<file path="config.mk">
export PLATFORM = sky130hd
export DESIGN_NAME = iocbd_top
export DESIGN_NICKNAME = d
export VERILOG_FILES = /design/src/design/iocbd_cw_check.v /design/src/design/iocbd_addr_dec.v /design/src/design/iocbd_top.v
export VERILOG_INCLUDE_DIRS = /design/src /design/src/common
export SDC_FILE = /design/constraint.sdc
export NUM_CORES = 1
export LEC_CHECK = 0
export BUFFER_PORTS_ARGS = -buffer_cell sky130_fd_sc_hd__buf_2
export CORE_MARGIN = 2
export CORE_UTILIZATION = 50
export DETAILED_ROUTE_END_ITERATION = 8
export GPL_TIMING_DRIVEN = 0
export HOLD_SLACK_MARGIN = 0.05
export PLACE_DENSITY = 0.69
export SLEW_MARGIN = 20
export SYNTH_ARGS = -nofsm -noshare
export SYNTH_HDL_FRONTEND = slang
export SYNTH_SLANG_ARGS = --single-unit
</file>
<file path="constraint.sdc">
create_clock -name sys_clk -period 8.14 [get_ports sys_clk]
set_input_delay 0.814 -clock sys_clk [delete_from_list [all_inputs] [get_ports sys_clk]]
set_output_delay 0.814 -clock sys_clk [all_outputs]
set_load 0.05 [all_outputs]
</file>
<file path="src/common/iocbd_defs.vh">
/*
 * Constants for the control block decoder: word indices, field positions,
 * control-field patterns and status codes.
 * Assumes 48-bit memory words and inclusion by bare name.
 */
`ifndef IOCBD_DEFS_VH
`define IOCBD_DEFS_VH

`define IOCBD_WORD_W 48
`define IOCBD_ADDR_W 20
`define IOCBD_LEN_W 16
`define IOCBD_WIDX_W 4

// ****************************************************************
// Control block word indices
// ****************************************************************
`define IOCBD_W_CTRL 4'h0
`define IOCBD_W_ADDR 4'h1
`define IOCBD_W_COMMAND_QUEUE_HEADER_PTR 4'h2
`define IOCBD_W_SELF 4'h3
`define IOCBD_W_CMDP 4'h4
`define IOCBD_W_RESP 4'h5
`define IOCBD_W_LEN 4'h6
`define IOCBD_W_MASK 4'h7
`define IOCBD_W_RESULT_QUEUE_HEAD_PTR 4'h8
`define IOCBD_W_LINK 4'h9

// ****************************************************************
// Control word fields
// ****************************************************************
`define IOCBD_CW_W 18
`define IOCBD_CW_INTERNAL 1
`define IOCBD_CW_INPUT 5
`define IOCBD_CW_OUTPUT 6

// Patterns as {care mask, required value} over bits 17..0.
`define IOCBD_NPAT 13
// The internal and test patterns leave the attention bit free.
`define IOCBD_PAT_OP_M 18'h077E2
`define IOCBD_PAT_OP_V 18'h00402
`define IOCBD_PAT_TS_M 18'h077E2
`define IOCBD_PAT_TS_V 18'h00400
`define IOCBD_PAT_I0_M 18'h09FF2
`define IOCBD_PAT_I0_V 18'h00930
`define IOCBD_PAT_I1_V 18'h00A30
`define IOCBD_PAT_I2_M 18'h087E2
`define IOCBD_PAT_I2_V 18'h00420
`define IOCBD_PAT_I3_V 18'h00620
`define IOCBD_PAT_I4_V 18'h00720
`define IOCBD_PAT_O0_M 18'h0BFF2
`define IOCBD_PAT_O0_V 18'h00950
`define IOCBD_PAT_O1_V 18'h00A50
`define IOCBD_PAT_O2_M 18'h0B7E2
`define IOCBD_PAT_O2_V 18'h00440
`define IOCBD_PAT_O3_V 18'h004C0
`define IOCBD_PAT_EC_V 18'h00460

// ****************************************************************
// Link address word fields
// ****************************************************************
`define IOCBD_AW_PORT_HI 19
`define IOCBD_AW_PORT_LO 16
`define IOCBD_AW_BASE 15
`define IOCBD_AW_EXP 14
`define IOCBD_AW_MOD_HI 7
`define IOCBD_AW_MOD_LO 4
`define IOCBD_AW_SLOT_HI 3
`define IOCBD_AW_SLOT_LO 0
`define IOCBD_AW_USED 48'h00000000C0FF
`define IOCBD_AW_PORTM 48'h0000000F0000

// Self pointer operand markers and length fields.
`define IOCBD_SELF_NULL 48'h000000000000
`define IOCBD_SELF_INIT 48'h000000000001
`define IOCBD_LEN_CMD_HI 47
`define IOCBD_LEN_CMD_LO 32
`define IOCBD_LEN_RES_HI 15
`define IOCBD_LEN_RES_LO 0

// ****************************************************************
// Error codes
// ****************************************************************
`define IOCBD_ERR_NONE 3'h0
`define IOCBD_ERR_CMD 3'h1
`define IOCBD_ERR_STATUS 3'h2
`define IOCBD_ERR_UNEXP 3'h3
`define IOCBD_ERR_ADDR 3'h4

`endif

</file>
<file path="src/design/iocbd_cw_check.v">
/*
 * Control-field pattern checker: matches the control word against the
 * table of accepted patterns and classifies the command.
 * Assumes a registered control word input; output is combinational.
 */
`timescale 1ns/1ps
`include "iocbd_defs.vh"
module iocbd_cw_check (
    input wire [`IOCBD_CW_W-1:0] control_word,
    output wire valid,
    output wire internal_operation,
    output wire echo
);
    // ****************************************************************
    // Pattern matching
    // ****************************************************************
    function match;
        input [`IOCBD_CW_W-1:0] cw;
        input [`IOCBD_CW_W-1:0] care;
        input [`IOCBD_CW_W-1:0] want;
        begin
            match = ((cw & care) == want);
        end
    endfunction

    wire op_hit = match(control_word, `IOCBD_PAT_OP_M, `IOCBD_PAT_OP_V);
    wire test_hit = match(control_word, `IOCBD_PAT_TS_M, `IOCBD_PAT_TS_V);
    wire in_hit = match(control_word, `IOCBD_PAT_I0_M, `IOCBD_PAT_I0_V)
        | match(control_word, `IOCBD_PAT_I0_M, `IOCBD_PAT_I1_V)
        | match(control_word, `IOCBD_PAT_I2_M, `IOCBD_PAT_I2_V)
        | match(control_word, `IOCBD_PAT_I2_M, `IOCBD_PAT_I3_V)
        | match(control_word, `IOCBD_PAT_I2_M, `IOCBD_PAT_I4_V);
    wire out_hit = match(control_word, `IOCBD_PAT_O0_M, `IOCBD_PAT_O0_V)
        | match(control_word, `IOCBD_PAT_O0_M, `IOCBD_PAT_O1_V)
        | match(control_word, `IOCBD_PAT_O2_M, `IOCBD_PAT_O2_V)
        | match(control_word, `IOCBD_PAT_O2_M, `IOCBD_PAT_O3_V);
    wire echo_hit = match(control_word, `IOCBD_PAT_O2_M, `IOCBD_PAT_EC_V);

    assign valid = op_hit | test_hit | in_hit | out_hit | echo_hit;
    assign internal_operation = control_word[`IOCBD_CW_INTERNAL];
    assign echo = echo_hit;
endmodule // iocbd_cw_check

</file>
<file path="src/design/iocbd_addr_dec.v">
/*
 * Link address word decoder: port, base card, expansion module and slot.
 * Assumes a stable registered address word; outputs are combinational.
 */
`timescale 1ns/1ps
`include "iocbd_defs.vh"
module iocbd_addr_dec (
    input wire [`IOCBD_WORD_W-1:0] link_address_word,
    output wire [3:0] port,
    output wire base_card_select,
    output wire expansion_module_select,
    output wire [3:0] expansion_module_number,
    output wire [3:0] link_slot_select,
    output wire malformed
);
    assign port = link_address_word[`IOCBD_AW_PORT_HI:`IOCBD_AW_PORT_LO];
    assign base_card_select = link_address_word[`IOCBD_AW_BASE];
    assign expansion_module_select = link_address_word[`IOCBD_AW_EXP];
    assign expansion_module_number =
        link_address_word[`IOCBD_AW_MOD_HI:`IOCBD_AW_MOD_LO];
    assign link_slot_select =
        link_address_word[`IOCBD_AW_SLOT_HI:`IOCBD_AW_SLOT_LO];
    // Values 8..F in a three-bit-range field are also rejected.
    assign malformed = ((link_address_word & ~(`IOCBD_AW_USED | `IOCBD_AW_PORTM))
            != {`IOCBD_WORD_W{1'b0}})
        | port[3] | expansion_module_number[3] | link_slot_select[3];
endmodule // iocbd_addr_dec

</file>
<file path="src/design/iocbd_top.v">
/*
 * Control block decoder: fetches the fixed-layout control block words
 * from memory, validates the control field, runs an internal operation or
 * a link command, bounds command and result transfers, masks status into
 * an interrupt sense, and links a completed link command's block onto a result queue.
 * Assumes a simple word memory port answering with mem_ack, and a
 * message link port on the same clock with valid/ready handshakes.
 */
// ****************************************************************
// ****************************************************************
`timescale 1ns/1ps
`include "iocbd_defs.vh"
module iocbd_top #(
    parameter AW = `IOCBD_ADDR_W,
    parameter LW = `IOCBD_LEN_W
) (
    input wire sys_clk,
    input wire rst_n,
    input wire start,
    input wire [AW-1:0] block_base,
    output wire busy,
    output reg done,
    output reg [2:0] error_code,
    output reg interrupt_sense,
    output reg mem_req,
    output reg mem_we,
    output reg [AW-1:0] mem_addr,
    output reg [`IOCBD_WORD_W-1:0] mem_wdata,
    input wire mem_ack,
    input wire [`IOCBD_WORD_W-1:0] mem_rdata,
    output reg link_connect,
    output reg link_hang,
    output reg [3:0] port,
    output reg base_card_select,
    output reg expansion_module_select,
    output reg [3:0] expansion_module_number,
    output reg [3:0] link_slot_select,
    output reg echo_command,
    output reg cmd_valid,
    output reg [`IOCBD_WORD_W-1:0] cmd_data,
    input wire cmd_ready,
    input wire res_valid,
    input wire [`IOCBD_WORD_W-1:0] res_data,
    input wire res_last,
    output wire res_ready,
    input wire link_status_ok,
    output reg [`IOCBD_WORD_W-1:0] internal_code,
    output reg internal_start,
    input wire [`IOCBD_WORD_W-1:0] state_result
);
    // ****************************************************************
    // States
    // ****************************************************************
    localparam S_IDLE = 4'h0;
    localparam S_FETCH = 4'h1;
    localparam S_CODE = 4'h2;
    localparam S_DECIDE = 4'h3;
    localparam S_CMD = 4'h4;
    localparam S_RES = 4'h5;
    localparam S_RESWR = 4'h6;
    localparam S_TAIL = 4'h7;
    localparam S_WALK = 4'h8;
    localparam S_LINK = 4'h9;
    localparam S_MARK = 4'hA;
    localparam S_DONE = 4'hB;

    reg [3:0] state;
    reg [`IOCBD_WIDX_W-1:0] widx;
    reg [`IOCBD_WORD_W-1:0] blk [0:9];
    reg [LW-1:0] count;
    reg [AW-1:0] cursor;
    reg [`IOCBD_WORD_W-1:0] res_hold;
    reg res_have;
    integer i;

    function [AW-1:0] waddr;
        input [AW-1:0] base;
        input [`IOCBD_WIDX_W-1:0] idx;
        begin
            waddr = base + {{(AW-`IOCBD_WIDX_W){1'b0}}, idx};
        end
    endfunction

    wire [AW-1:0] cmd_ptr = blk[`IOCBD_W_CMDP][AW-1:0];
    wire [AW-1:0] res_ptr = blk[`IOCBD_W_RESP][AW-1:0];
    wire [LW-1:0] cmd_len = blk[`IOCBD_W_LEN][`IOCBD_LEN_CMD_HI:`IOCBD_LEN_CMD_LO];
    wire [LW-1:0] res_len = blk[`IOCBD_W_LEN][`IOCBD_LEN_RES_HI:`IOCBD_LEN_RES_LO];
    wire [`IOCBD_WORD_W-1:0] self_ptr = blk[`IOCBD_W_SELF];

    wire cw_valid;
    wire cw_internal;
    wire cw_echo;
    wire [3:0] d_port;
    wire d_base;
    wire d_exp;
    wire [3:0] d_mod;
    wire [3:0] d_slot;
    wire d_bad;

    iocbd_cw_check u_cw (
        .control_word(blk[`IOCBD_W_CTRL][`IOCBD_CW_W-1:0]),
        .valid(cw_valid),
        .internal_operation(cw_internal),
        .echo(cw_echo)
    );

    iocbd_addr_dec u_ad (
        .link_address_word(blk[`IOCBD_W_ADDR]),
        .port(d_port),
        .base_card_select(d_base),
        .expansion_module_select(d_exp),
        .expansion_module_number(d_mod),
        .link_slot_select(d_slot),
        .malformed(d_bad)
    );

    wire in_ok = blk[`IOCBD_W_CTRL][`IOCBD_CW_INPUT];
    wire out_ok = blk[`IOCBD_W_CTRL][`IOCBD_CW_OUTPUT];

    assign busy = (state != S_IDLE);
    // Results are taken one word at a time; a held word blocks the next.
    assign res_ready = (state == S_RES) && !res_have;

    // ****************************************************************
    // Sequencer
    // ****************************************************************
    always @(posedge sys_clk) begin
        if (!rst_n) begin
            state <= S_IDLE;
            widx <= `IOCBD_W_CTRL;
            count <= {LW{1'b0}};
            cursor <= {AW{1'b0}};
            res_hold <= {`IOCBD_WORD_W{1'b0}};
            res_have <= 1'b0;
            done <= 1'b0;
            error_code <= `IOCBD_ERR_NONE;
            interrupt_sense <= 1'b0;
            mem_req <= 1'b0;
            mem_we <= 1'b0;
            mem_addr <= {AW{1'b0}};
            mem_wdata <= {`IOCBD_WORD_W{1'b0}};
            link_connect <= 1'b0;
            link_hang <= 1'b0;
            port <= 4'h0;
            base_card_select <= 1'b0;
            expansion_module_select <= 1'b0;
            expansion_module_number <= 4'h0;
            link_slot_select <= 4'h0;
            echo_command <= 1'b0;
            cmd_valid <= 1'b0;
            cmd_data <= {`IOCBD_WORD_W{1'b0}};
            internal_code <= {`IOCBD_WORD_W{1'b0}};
            internal_start <= 1'b0;
            for (i = 0; i < 10; i = i + 1) begin
                blk[i] <= {`IOCBD_WORD_W{1'b0}};
            end
        end else begin
            done <= 1'b0;
            internal_start <= 1'b0;
            case (state)
                S_IDLE: begin
                    if (start) begin
                        widx <= `IOCBD_W_CTRL;
                        mem_req <= 1'b1;
                        mem_we <= 1'b0;
                        mem_addr <= block_base;
                        error_code <= `IOCBD_ERR_NONE;
                        interrupt_sense <= 1'b0;
                        link_hang <= 1'b0;
                        state <= S_FETCH;
                    end
                end
                S_FETCH: begin
                    if (mem_ack) begin
                        blk[widx] <= mem_rdata;
                        if (widx == `IOCBD_W_LINK) begin
                            // Command code lives behind the word 4 pointer.
                            mem_addr <= cmd_ptr;
                            state <= S_CODE;
                        end else begin
                            widx <= widx + 4'h1;
                            mem_addr <= waddr(block_base, widx + 4'h1);
                        end
                    end
                end
                S_CODE: begin
                    if (mem_ack) begin
                        mem_req <= 1'b0;
                        internal_code <= mem_rdata;
                        state <= S_DECIDE;
                    end
                end
                S_DECIDE: begin
                    if (!cw_valid) begin
                        error_code <= `IOCBD_ERR_CMD;
                        state <= S_DONE;
                    end else if (cw_internal) begin
                        // Internal work: no link connect, no address use.
                        internal_start <= 1'b1;
                        state <= S_DONE;
                    end else if (d_bad) begin
                        error_code <= `IOCBD_ERR_ADDR;
                        state <= S_DONE;
                    end else if (!in_ok && !out_ok) begin
                        error_code <= `IOCBD_ERR_STATUS;
                        state <= S_DONE;
                    end else begin
                        link_connect <= 1'b1;
                        port <= d_port;
                        base_card_select <= d_base;
                        expansion_module_select <= d_exp && !d_base;
                        expansion_module_number <= d_mod;
                        link_slot_select <= (d_base || d_exp) ? 4'h0 : d_slot;
                        echo_command <= cw_echo;
                        cursor <= cmd_ptr;
                        count <= {LW{1'b0}};
                        mem_req <= 1'b1;
                        mem_addr <= cmd_ptr;
                        state <= S_CMD;
                    end
                end
                S_CMD: begin
                    if (mem_ack && mem_req) begin
                        mem_req <= 1'b0;
                        cmd_valid <= 1'b1;
                        cmd_data <= mem_rdata;
                    end
                    if (cmd_valid && cmd_ready) begin
                        cmd_valid <= 1'b0;
                        // Stop at the command length.
                        if (count + 16'h0001 >= cmd_len) begin
                            count <= {LW{1'b0}};
                            cursor <= res_ptr;
                            state <= S_RES;
                        end else begin
                            count <= count + 16'h0001;
                            cursor <= cursor + {{(AW-1){1'b0}}, 1'b1};
                            mem_req <= 1'b1;
                            mem_addr <= cursor + {{(AW-1){1'b0}}, 1'b1};
                        end
                    end
                end
                S_RES: begin
                    if (res_valid && !res_have) begin
                        if (count >= res_len || !link_status_ok) begin
                            // Overlong or unexpected: drop link, leave hung.
                            error_code <= `IOCBD_ERR_UNEXP;
                            link_connect <= 1'b0;
                            link_hang <= 1'b1;
                            state <= S_DONE;
                        end else begin
                            res_hold <= res_data;
                            res_have <= 1'b1;
                            mem_req <= 1'b1;
                            mem_we <= 1'b1;
                            mem_addr <= cursor;
                            mem_wdata <= res_data;
                            state <= S_RESWR;
                            count <= count + 16'h0001;
                            if (res_last) begin
                                link_connect <= 1'b0;
                            end
                        end
                    end
                end
                S_RESWR: begin
                    if (mem_ack) begin
                        mem_req <= 1'b0;
                        mem_we <= 1'b0;
                        res_have <= 1'b0;
                        cursor <= cursor + {{(AW-1){1'b0}}, 1'b1};
                        if (!link_connect) begin
                            // Masked status raises the sense.
                            interrupt_sense <= |(blk[`IOCBD_W_MASK] & state_result);
                            // Queue tail search starts at the word 8 head.
                            mem_req <= 1'b1;
                            mem_addr <= blk[`IOCBD_W_RESULT_QUEUE_HEAD_PTR][AW-1:0];
                            state <= S_TAIL;
                        end else begin
                            state <= S_RES;
                        end
                    end
                end
                S_TAIL: begin
                    if (mem_ack) begin
                        if (mem_rdata == `IOCBD_SELF_NULL) begin
                            // Empty queue: the head takes our self pointer.
                            mem_we <= 1'b1;
                            mem_wdata <= self_ptr;
                            state <= S_LINK;
                        end else begin
                            mem_addr <= waddr(mem_rdata[AW-1:0], `IOCBD_W_LINK);
                            state <= S_WALK;
                        end
                    end
                end
                S_WALK: begin
                    if (mem_ack) begin
                        if (mem_rdata == `IOCBD_SELF_NULL) begin
                            // Tail reached: its word 9 gets our self pointer.
                            mem_we <= 1'b1;
                            mem_wdata <= self_ptr;
                            state <= S_LINK;
                        end else begin
                            mem_addr <= waddr(mem_rdata[AW-1:0], `IOCBD_W_LINK);
                        end
                    end
                end
                S_LINK: begin
                    if (mem_ack) begin
                        // Our own word 9 becomes the null link; words 2, 3 stay.
                        mem_addr <= waddr(block_base, `IOCBD_W_LINK);
                        mem_wdata <= `IOCBD_SELF_NULL;
                        state <= S_MARK;
                    end
                end
                S_MARK: begin
                    if (mem_ack) begin
                        mem_req <= 1'b0;
                        mem_we <= 1'b0;
                        state <= S_DONE;
                    end
                end
                S_DONE: begin
                    done <= 1'b1;
                    link_connect <= 1'b0;
                    cmd_valid <= 1'b0;
                    mem_req <= 1'b0;
                    mem_we <= 1'b0;
                    res_have <= 1'b0;
                    state <= S_IDLE;
                end
                default: begin
                    state <= S_IDLE;
                end
            endcase
        end
    end
endmodule // iocbd_top

</file>
# ---- Yosys cells after proc, flatten, opt, wreduce, memory -nomap -nowiden
# Memories as Yosys holds them, arrays and structs flattened.
# Cells that the tools add are included.
dict set report totals {
  ram_bits 480
  memories 1
  wordCells 271
  reg_bits 235
  out_inout_bits 192
}
# name depth width read_ports rd_clocked_by_memory_dff wr line
set memory_table {}
lappend memory_table {blk 10 48 8 0 10 iocbd_top.v:69} ;# reg [`IOCBD_WORD_W-1:0] blk [0:9];
dict set report classes {
  n_eq_ne 55
  mux 112
  n_reduce_logical 53
  bitwise 18
  order_cmp 2
  n_addsub 6
}
# operator count
set ops {}
lappend ops {{2-to-1 mux 20 bit} 19}
lappend ops {{2-to-1 mux 48 bit} 6}
lappend ops {{case mux 20 bit (8 select lines)} 1}
lappend ops {{case mux 48 bit (3 select lines)} 1}
lappend ops {{2-to-1 mux 16 bit} 8}
lappend ops {{OR reduction 48 bit} 2}
lappend ops {{2-to-1 mux 4 bit} 23}
lappend ops {{case mux 20 bit (3 select lines)} 1}
lappend ops {{== test 10 x 7 -> 1 bit (second input constant)} 5}
lappend ops {{AND 48 bit} 1}
lappend ops {{logical NOT 48 bit} 1}
lappend ops {{case mux 16 bit (3 select lines)} 1}
lappend ops {{nonzero test 48 bit} 1}
lappend ops {{case mux 4 bit (11 select lines)} 1}
lappend ops {{!= test 2 bit (second input constant)} 21}
lappend ops {{adder 20 x 4 -> 20 bit (second input constant)} 2}
lappend ops {{2-to-1 mux 1 bit} 34}
lappend ops {{greater-or-equal comparator 16 bit} 2}
lappend ops {{== test 12 x 9 -> 1 bit (second input constant)} 2}
lappend ops {{== test 8 x 7 -> 1 bit (second input constant)} 3}
lappend ops {{== test 11 x 9 -> 1 bit (second input constant)} 2}
lappend ops {{2-to-1 mux 3 bit} 7}
lappend ops {{AND reduction 7 bit} 3}
lappend ops {{adder 20 x 1 -> 20 bit (second input constant)} 1}
lappend ops {{40 further kinds} 98}

# ---- Longest topological paths before layout
# An unclocked memory read counts as a cell.
dict set report logic_depth {
  word_depth 11
  depth_mapped 16
  mapped_depth_nobuf 14
}

# ---- Modules after synthesis
# A second synthesis with hierarchy kept.
dict set report unflattened {
  hier_cells 2400
  hier_area_um2 22849.4
}
# module seq_area_each_um2 area_per_inst_um2 cells_each instances
set by_module_without_submodules {}
lappend by_module_without_submodules {iocbd_top 12331.8 22527.9 2352 1}
lappend by_module_without_submodules {iocbd_addr_dec 0.0 192.7 28 1}
lappend by_module_without_submodules {iocbd_cw_check 0.0 128.9 20 1}

# ---- Least setup slack after synthesis
# OpenSTA, ideal clock, no wires.
dict set report synth_path {
  path_kind {flip-flop to flip-flop}
  start {register count[2]}
  end {register count[3]}
  arrival_ns 3.646
  period_less_slack_ns 3.721
  path_buffers 1
  setup_slack_ns 4.419
  setup_time_ns 0.075
  stages_incl_launch_ff 16
  path_cell_list {dfxtp_1 > and3_1 > nand4_1 > nor2_1 > nand3_1 > or2_2 > xnor2_1 > ha_1 > a211oi_1 > nor2_1 > a2111oi_2 > o21ai_2 > o21ai_1 > nand3_1 > buf_2 > o22ai_1}
}
dict set report synth_between {
  elab_chain_cells 5
  word_cells_on_any_way 11
  cone_classes {add/sub: 1; order compare: 2; eq/ne: 1; mux: 5; reduce/logical: 2}
}
# item line
set synth_lines {}
lappend synth_lines {{start: declaration} iocbd_top.v:70} ;# reg [LW-1:0] count;
lappend synth_lines {{start signal: assignment} iocbd_top.v:131} ;# count <= {LW{1'b0}};
lappend synth_lines {{start signal: assignment} iocbd_top.v:216} ;# count <= {LW{1'b0}};
lappend synth_lines {{start signal: assignment} iocbd_top.v:232} ;# count <= {LW{1'b0}};
lappend synth_lines {{adder 16 x 1 -> 16 bit} {iocbd_top.v:231, iocbd_top.v:236, iocbd_top.v:259}}
lappend synth_lines {{greater-or-equal comparator 16 bit} iocbd_top.v:231} ;# if (count + 16'h0001 >= cmd_len) begin
lappend synth_lines {{2-to-1 mux 16 bit} iocbd_top.v:231}
lappend synth_lines {{2-to-1 mux 16 bit} iocbd_top.v:228} ;# if (cmd_valid && cmd_ready) begin
lappend synth_lines {{case mux 16 bit (3 select lines)} iocbd_top.v:160} ;# case (state)
# Parallel ways exist; a longest one is shown, timed or not. The select of a mux whose other input is x is not followed.
# A chain may end at the register's enable or synchronous reset.

# ---- Worst setup path in the final report
dict set report layout_path {
  start {register state[2]}
  end {register mem_addr[16]}
}
dict set report layout_between {
  elab_chain_cells 4
  word_cells_on_any_way 28
  cone_classes {eq/ne: 23; mux: 1; reduce/logical: 4}
}
# item line
set layout_lines {}
lappend layout_lines {{start: declaration} iocbd_top.v:67} ;# reg [3:0] state;
lappend layout_lines {{start signal: assignment} iocbd_top.v:129} ;# state <= S_IDLE;
lappend layout_lines {{start signal: assignment} iocbd_top.v:170} ;# state <= S_FETCH;
lappend layout_lines {{start signal: assignment} iocbd_top.v:179} ;# state <= S_CODE;
lappend layout_lines {{== test 4 bit or == test 4 x 3 -> 1 bit (tied branches)} iocbd_top.v:160}
lappend layout_lines {{OR reduction 2 bit (no line)} n/a}
lappend layout_lines {{nonzero test 8 bit (no line), or another cell as far along} n/a}
lappend layout_lines {{AND reduction 16 bit (no line)} n/a}
lappend layout_lines {{end signal: assignment} iocbd_top.v:166} ;# mem_addr <= block_base;
lappend layout_lines {{end signal: assignment} iocbd_top.v:178} ;# mem_addr <= cmd_ptr;
lappend layout_lines {{end signal: assignment} iocbd_top.v:182} ;# mem_addr <= waddr(block_base, widx + 4'h1);
lappend layout_lines {{end: declaration} iocbd_top.v:27} ;# output reg [AW-1:0] mem_addr,
# Parallel ways exist; a longest one is shown, timed or not.

==> results.md <==
* Critical Path AT at 5.64 ns
* Switching share of power at 33.2%
* Post-layout util at 60.3%
* CP bufs+invs at 5
* Synth cell types at 85
* Max rail drop VDD at 0.000204 V
* Syn nets at 2,701
* Post-placement cell area at 25,700 um^2
* RSZ-0062 raised after global routing: false
* Row cnt at 78
* Final Cell Area at 27,500 um^2
* Final WL at 91,100 um
* Clk slew on worst S/H paths at 0.06 ns
* Antenna violations before repair at 3
* Max-slew headroom at 21.4%
* P&R area growth vs syn at 18.7%
* F_max at 0.194 GHz
* Number of global-route vias before repair at 20,947
* Slowest stage delay, CP at 0.76 ns
* CP top delay family: buffers and inverters
* 1st-iter DRT viols at 2,679
* Vias at 22,137
* Critical Path Source Type: flip-flop
* Initial Util at 50.8%
* Overall Global Routing Usage at 36.9%
* Drt via density at 6.27
* Commonest non-fill, non-tap cell in the layout: nand2_1
* Status: finished, final reports clean
* Sink Count at 484
* Core Box Area at 45,600 um^2
* Mapped Area at 23,200 um^2
* Setup bufs post-CTS at 0
* Die X at 219 um
* PostCTS Resize Cnt at 0
* Root Buffer: clkbuf_16
* Comb power frac at 22.8%
* Fin crit share at 63.5%
* Slew Limit Fails at 0
* Number of fill cells at 4,019
* Reg power frac at 40.7%
* Remaining DRCs at 0
* CP cell instances: buf_2, nand4bb_1, clkbuf_1, clkbuf_1, buf_1, nand2_1, o21ai_0, ha_1, a21oi_1, nor4_1, or2_1, buf_2, o211ai_1, xnor2_1, a2111oi_2, o32ai_1
* Fin nets at 3,104
* Layout cells sized above 1 at 18.7%
* Required time worst endpoint at 8.61 ns
* Power per cell area at 251 nW/um^2
* TritonRoute pass-1 iters at 6
* Worst hold path class: reg2reg
* First-pass GRT wire length at 131,000 um
* Synth async-reset ratio at 0%
* CP max stage cell: clkbuf_1
* Avg Synthesized Cell Area at 9.32 um^2
* Worst setup EP type: flip-flop
* Final Hold Fails at 0
* Die Ht at 219 um
* Max FO, Critical Path at 10
* Worst-case hold slack at 0.451 ns
* Pleak at 0.0102 uW
* PortBufs at 347
* Period minus WS final at 5.17 ns
* Crit Path Category: reg2reg
* I/O pins at 364
* CTS Hold Buffers Added at 0
* Dpl hpwl at 67,300 um
* Endpoints failing setup at 0
* RePlAce Congestion at 0.970
* TNS Setup at 0 ns
* Pint at 4600 uW
* Dominant synthesized flop cell: edfxtp_1
* Wire per inst at 25.8 um
* Slew of the pin with the lowest slew margin at 1.15 ns
* Setup Skew at 0.0187 ns
* CTS tree: done
* P_sw at 2280 uW
* Worst skew pair latency at 0.62 ns
* CTS buffer count at 51
* Clock Tree Buf Depth at 3
* Maxcap violations at 0
* Die area at 48,100 um^2
* Syn Inst Count at 2,487
* Total gr overflow at 0
* Clock power frac at 36.4%
* Yosys Warn Count at 0
* H-tree depth at 2
* Seq/Total Area, Yosys at 52.6%
* ANT nets after route at 0
* Total power at 6890 uW
* Most frequent cells in the layout: 423 x nand2_1, 400 x buf_2, 336 x nor2_1, 249 x edfxtp_1, 235 x dfxtp_1
* Largest net degree at the start of global routing at 33
* EDFF count, synth at 249
* #FFs+latches synth at 484
==> flip-flops by register name, indices dropped and copies added (netlist names), 3 cells and up <==
register                 flops
mem_wdata                   48
cursor                      20
blk                        249
expansion_module_number      4
link_slot_select             4
cmd_data                    48
mem_addr                    20
port                         4
count                       16
widx                         4
state                        4
internal_code               48
error_code                   3
==> power by group through the flow <==
| stage | registers [uW] | logic (uW) | clock network [uW] |
|---|---|---|---|
| after floorplan | 3090 | 739 | 0 |
| after global placement | 2850 | 1510 | 0 |
| after detailed placement | 2850 | 1520 | 0 |
| after CTS | 2800 | 1530 | 2510 |
| after global routing | 2820 | 1650 | 2610 |
| final | 2810 | 1570 | 2510 |
==> cell usage after synthesis (35+ instances only) <==
| master | number | area, um^2 |
|---|---|---|
| o21ai_0 | 63 | 315 |
| dfxtp_1 | 235 | 4700 |
| a311oi_1 | 37 | 324 |
| edfxtp_1 | 249 | 7480 |
| nand3_1 | 86 | 430 |
| nor2_1 | 336 | 1260 |
| ha_1 | 41 | 513 |
| clkbuf_1 | 120 | 450 |
| buf_2 | 53 | 265 |
| a21oi_1 | 202 | 1010 |
| a211oi_1 | 35 | 263 |
| nor3_1 | 37 | 185 |
| nand2_1 | 427 | 1600 |
| inv_1 | 60 | 225 |
==> per-layer routing <==
| layer | up-vias | share of wire (%) | track usage, % |
|---|---|---|---|
| li1 | 9811 | - | - |
| met1 | 10788 | 39 | 47.6 |
| met2 | 1280 | 47 | 60.2 |
| met3 | 252 | 9.1 | 6.29 |
| met4 | 6 | 5.1 | 18.2 |
| met5 | - | 0.045 | 0 |
==> per-stage QoR <==
stage | setup slack, ns | instances
final | 2.97 | 3533
after global routing | 2.75 | 3532
after CTS | 3.12 | 3532
after detailed placement | 3.17 | 3437
after global placement | 3.07 | 3434
after floorplan | 4.42 | 2487
==> area by class of cell <==
class,instances,area (um^2),share of cell area [%]
Sequential cell,484,12200,44.3
Clock inverter,28,392,1.42
Timing Repair Buffer,350,1800,6.56
Tap cell,600,751,2.73
Clock buffer,67,1370,4.97
Inverter,61,229,0.833
Multi-Input combinational cell,1751,9930,36.1
Antenna cell,1,2.50,0.00910
Buffer,191,840,3.05
==> cells by family after synthesis <==
kind of cell	after synthesis	share of synthesized area, %
compound gates	590	17.7
xor+xnor	62	2.34
fa+ha+maj	42	2.30
buf+inv	252	4.61
flops	484	52.6
mux	16	0.697
simple gates	1041	19.8
==> worst reg2reg max path, cell delays in order, from the launching register on <==
cell,delay (ns)
dfxtp_1,0.35
buf_2,0.21
nand4bb_1,0.37
clkbuf_1,0.52
clkbuf_1,0.76
buf_1,0.56
nand2_1,0.10
o21ai_0,0.11
ha_1,0.25
a21oi_1,0.16
nor4_1,0.48
or2_1,0.17
buf_2,0.18
o211ai_1,0.13
xnor2_1,0.17
a2111oi_2,0.39
o32ai_1,0.11
==> worst paths after layout <==
| check | endpoint | start | cells after the start | slack (ns) |
|---|---|---|---|---|
| worst min register to register | cmd_data[33] | cmd_data[33] | 2 | 0.45 |
| worst max-delay path | mem_addr[16] | state[2] | 16 | 2.97 |
| worst min-delay path | cmd_data[33] | cmd_data[33] | 2 | 0.45 |
| worst max register to register | mem_addr[16] | state[2] | 16 | 2.97 |
(Power assumes the default switching activity.)
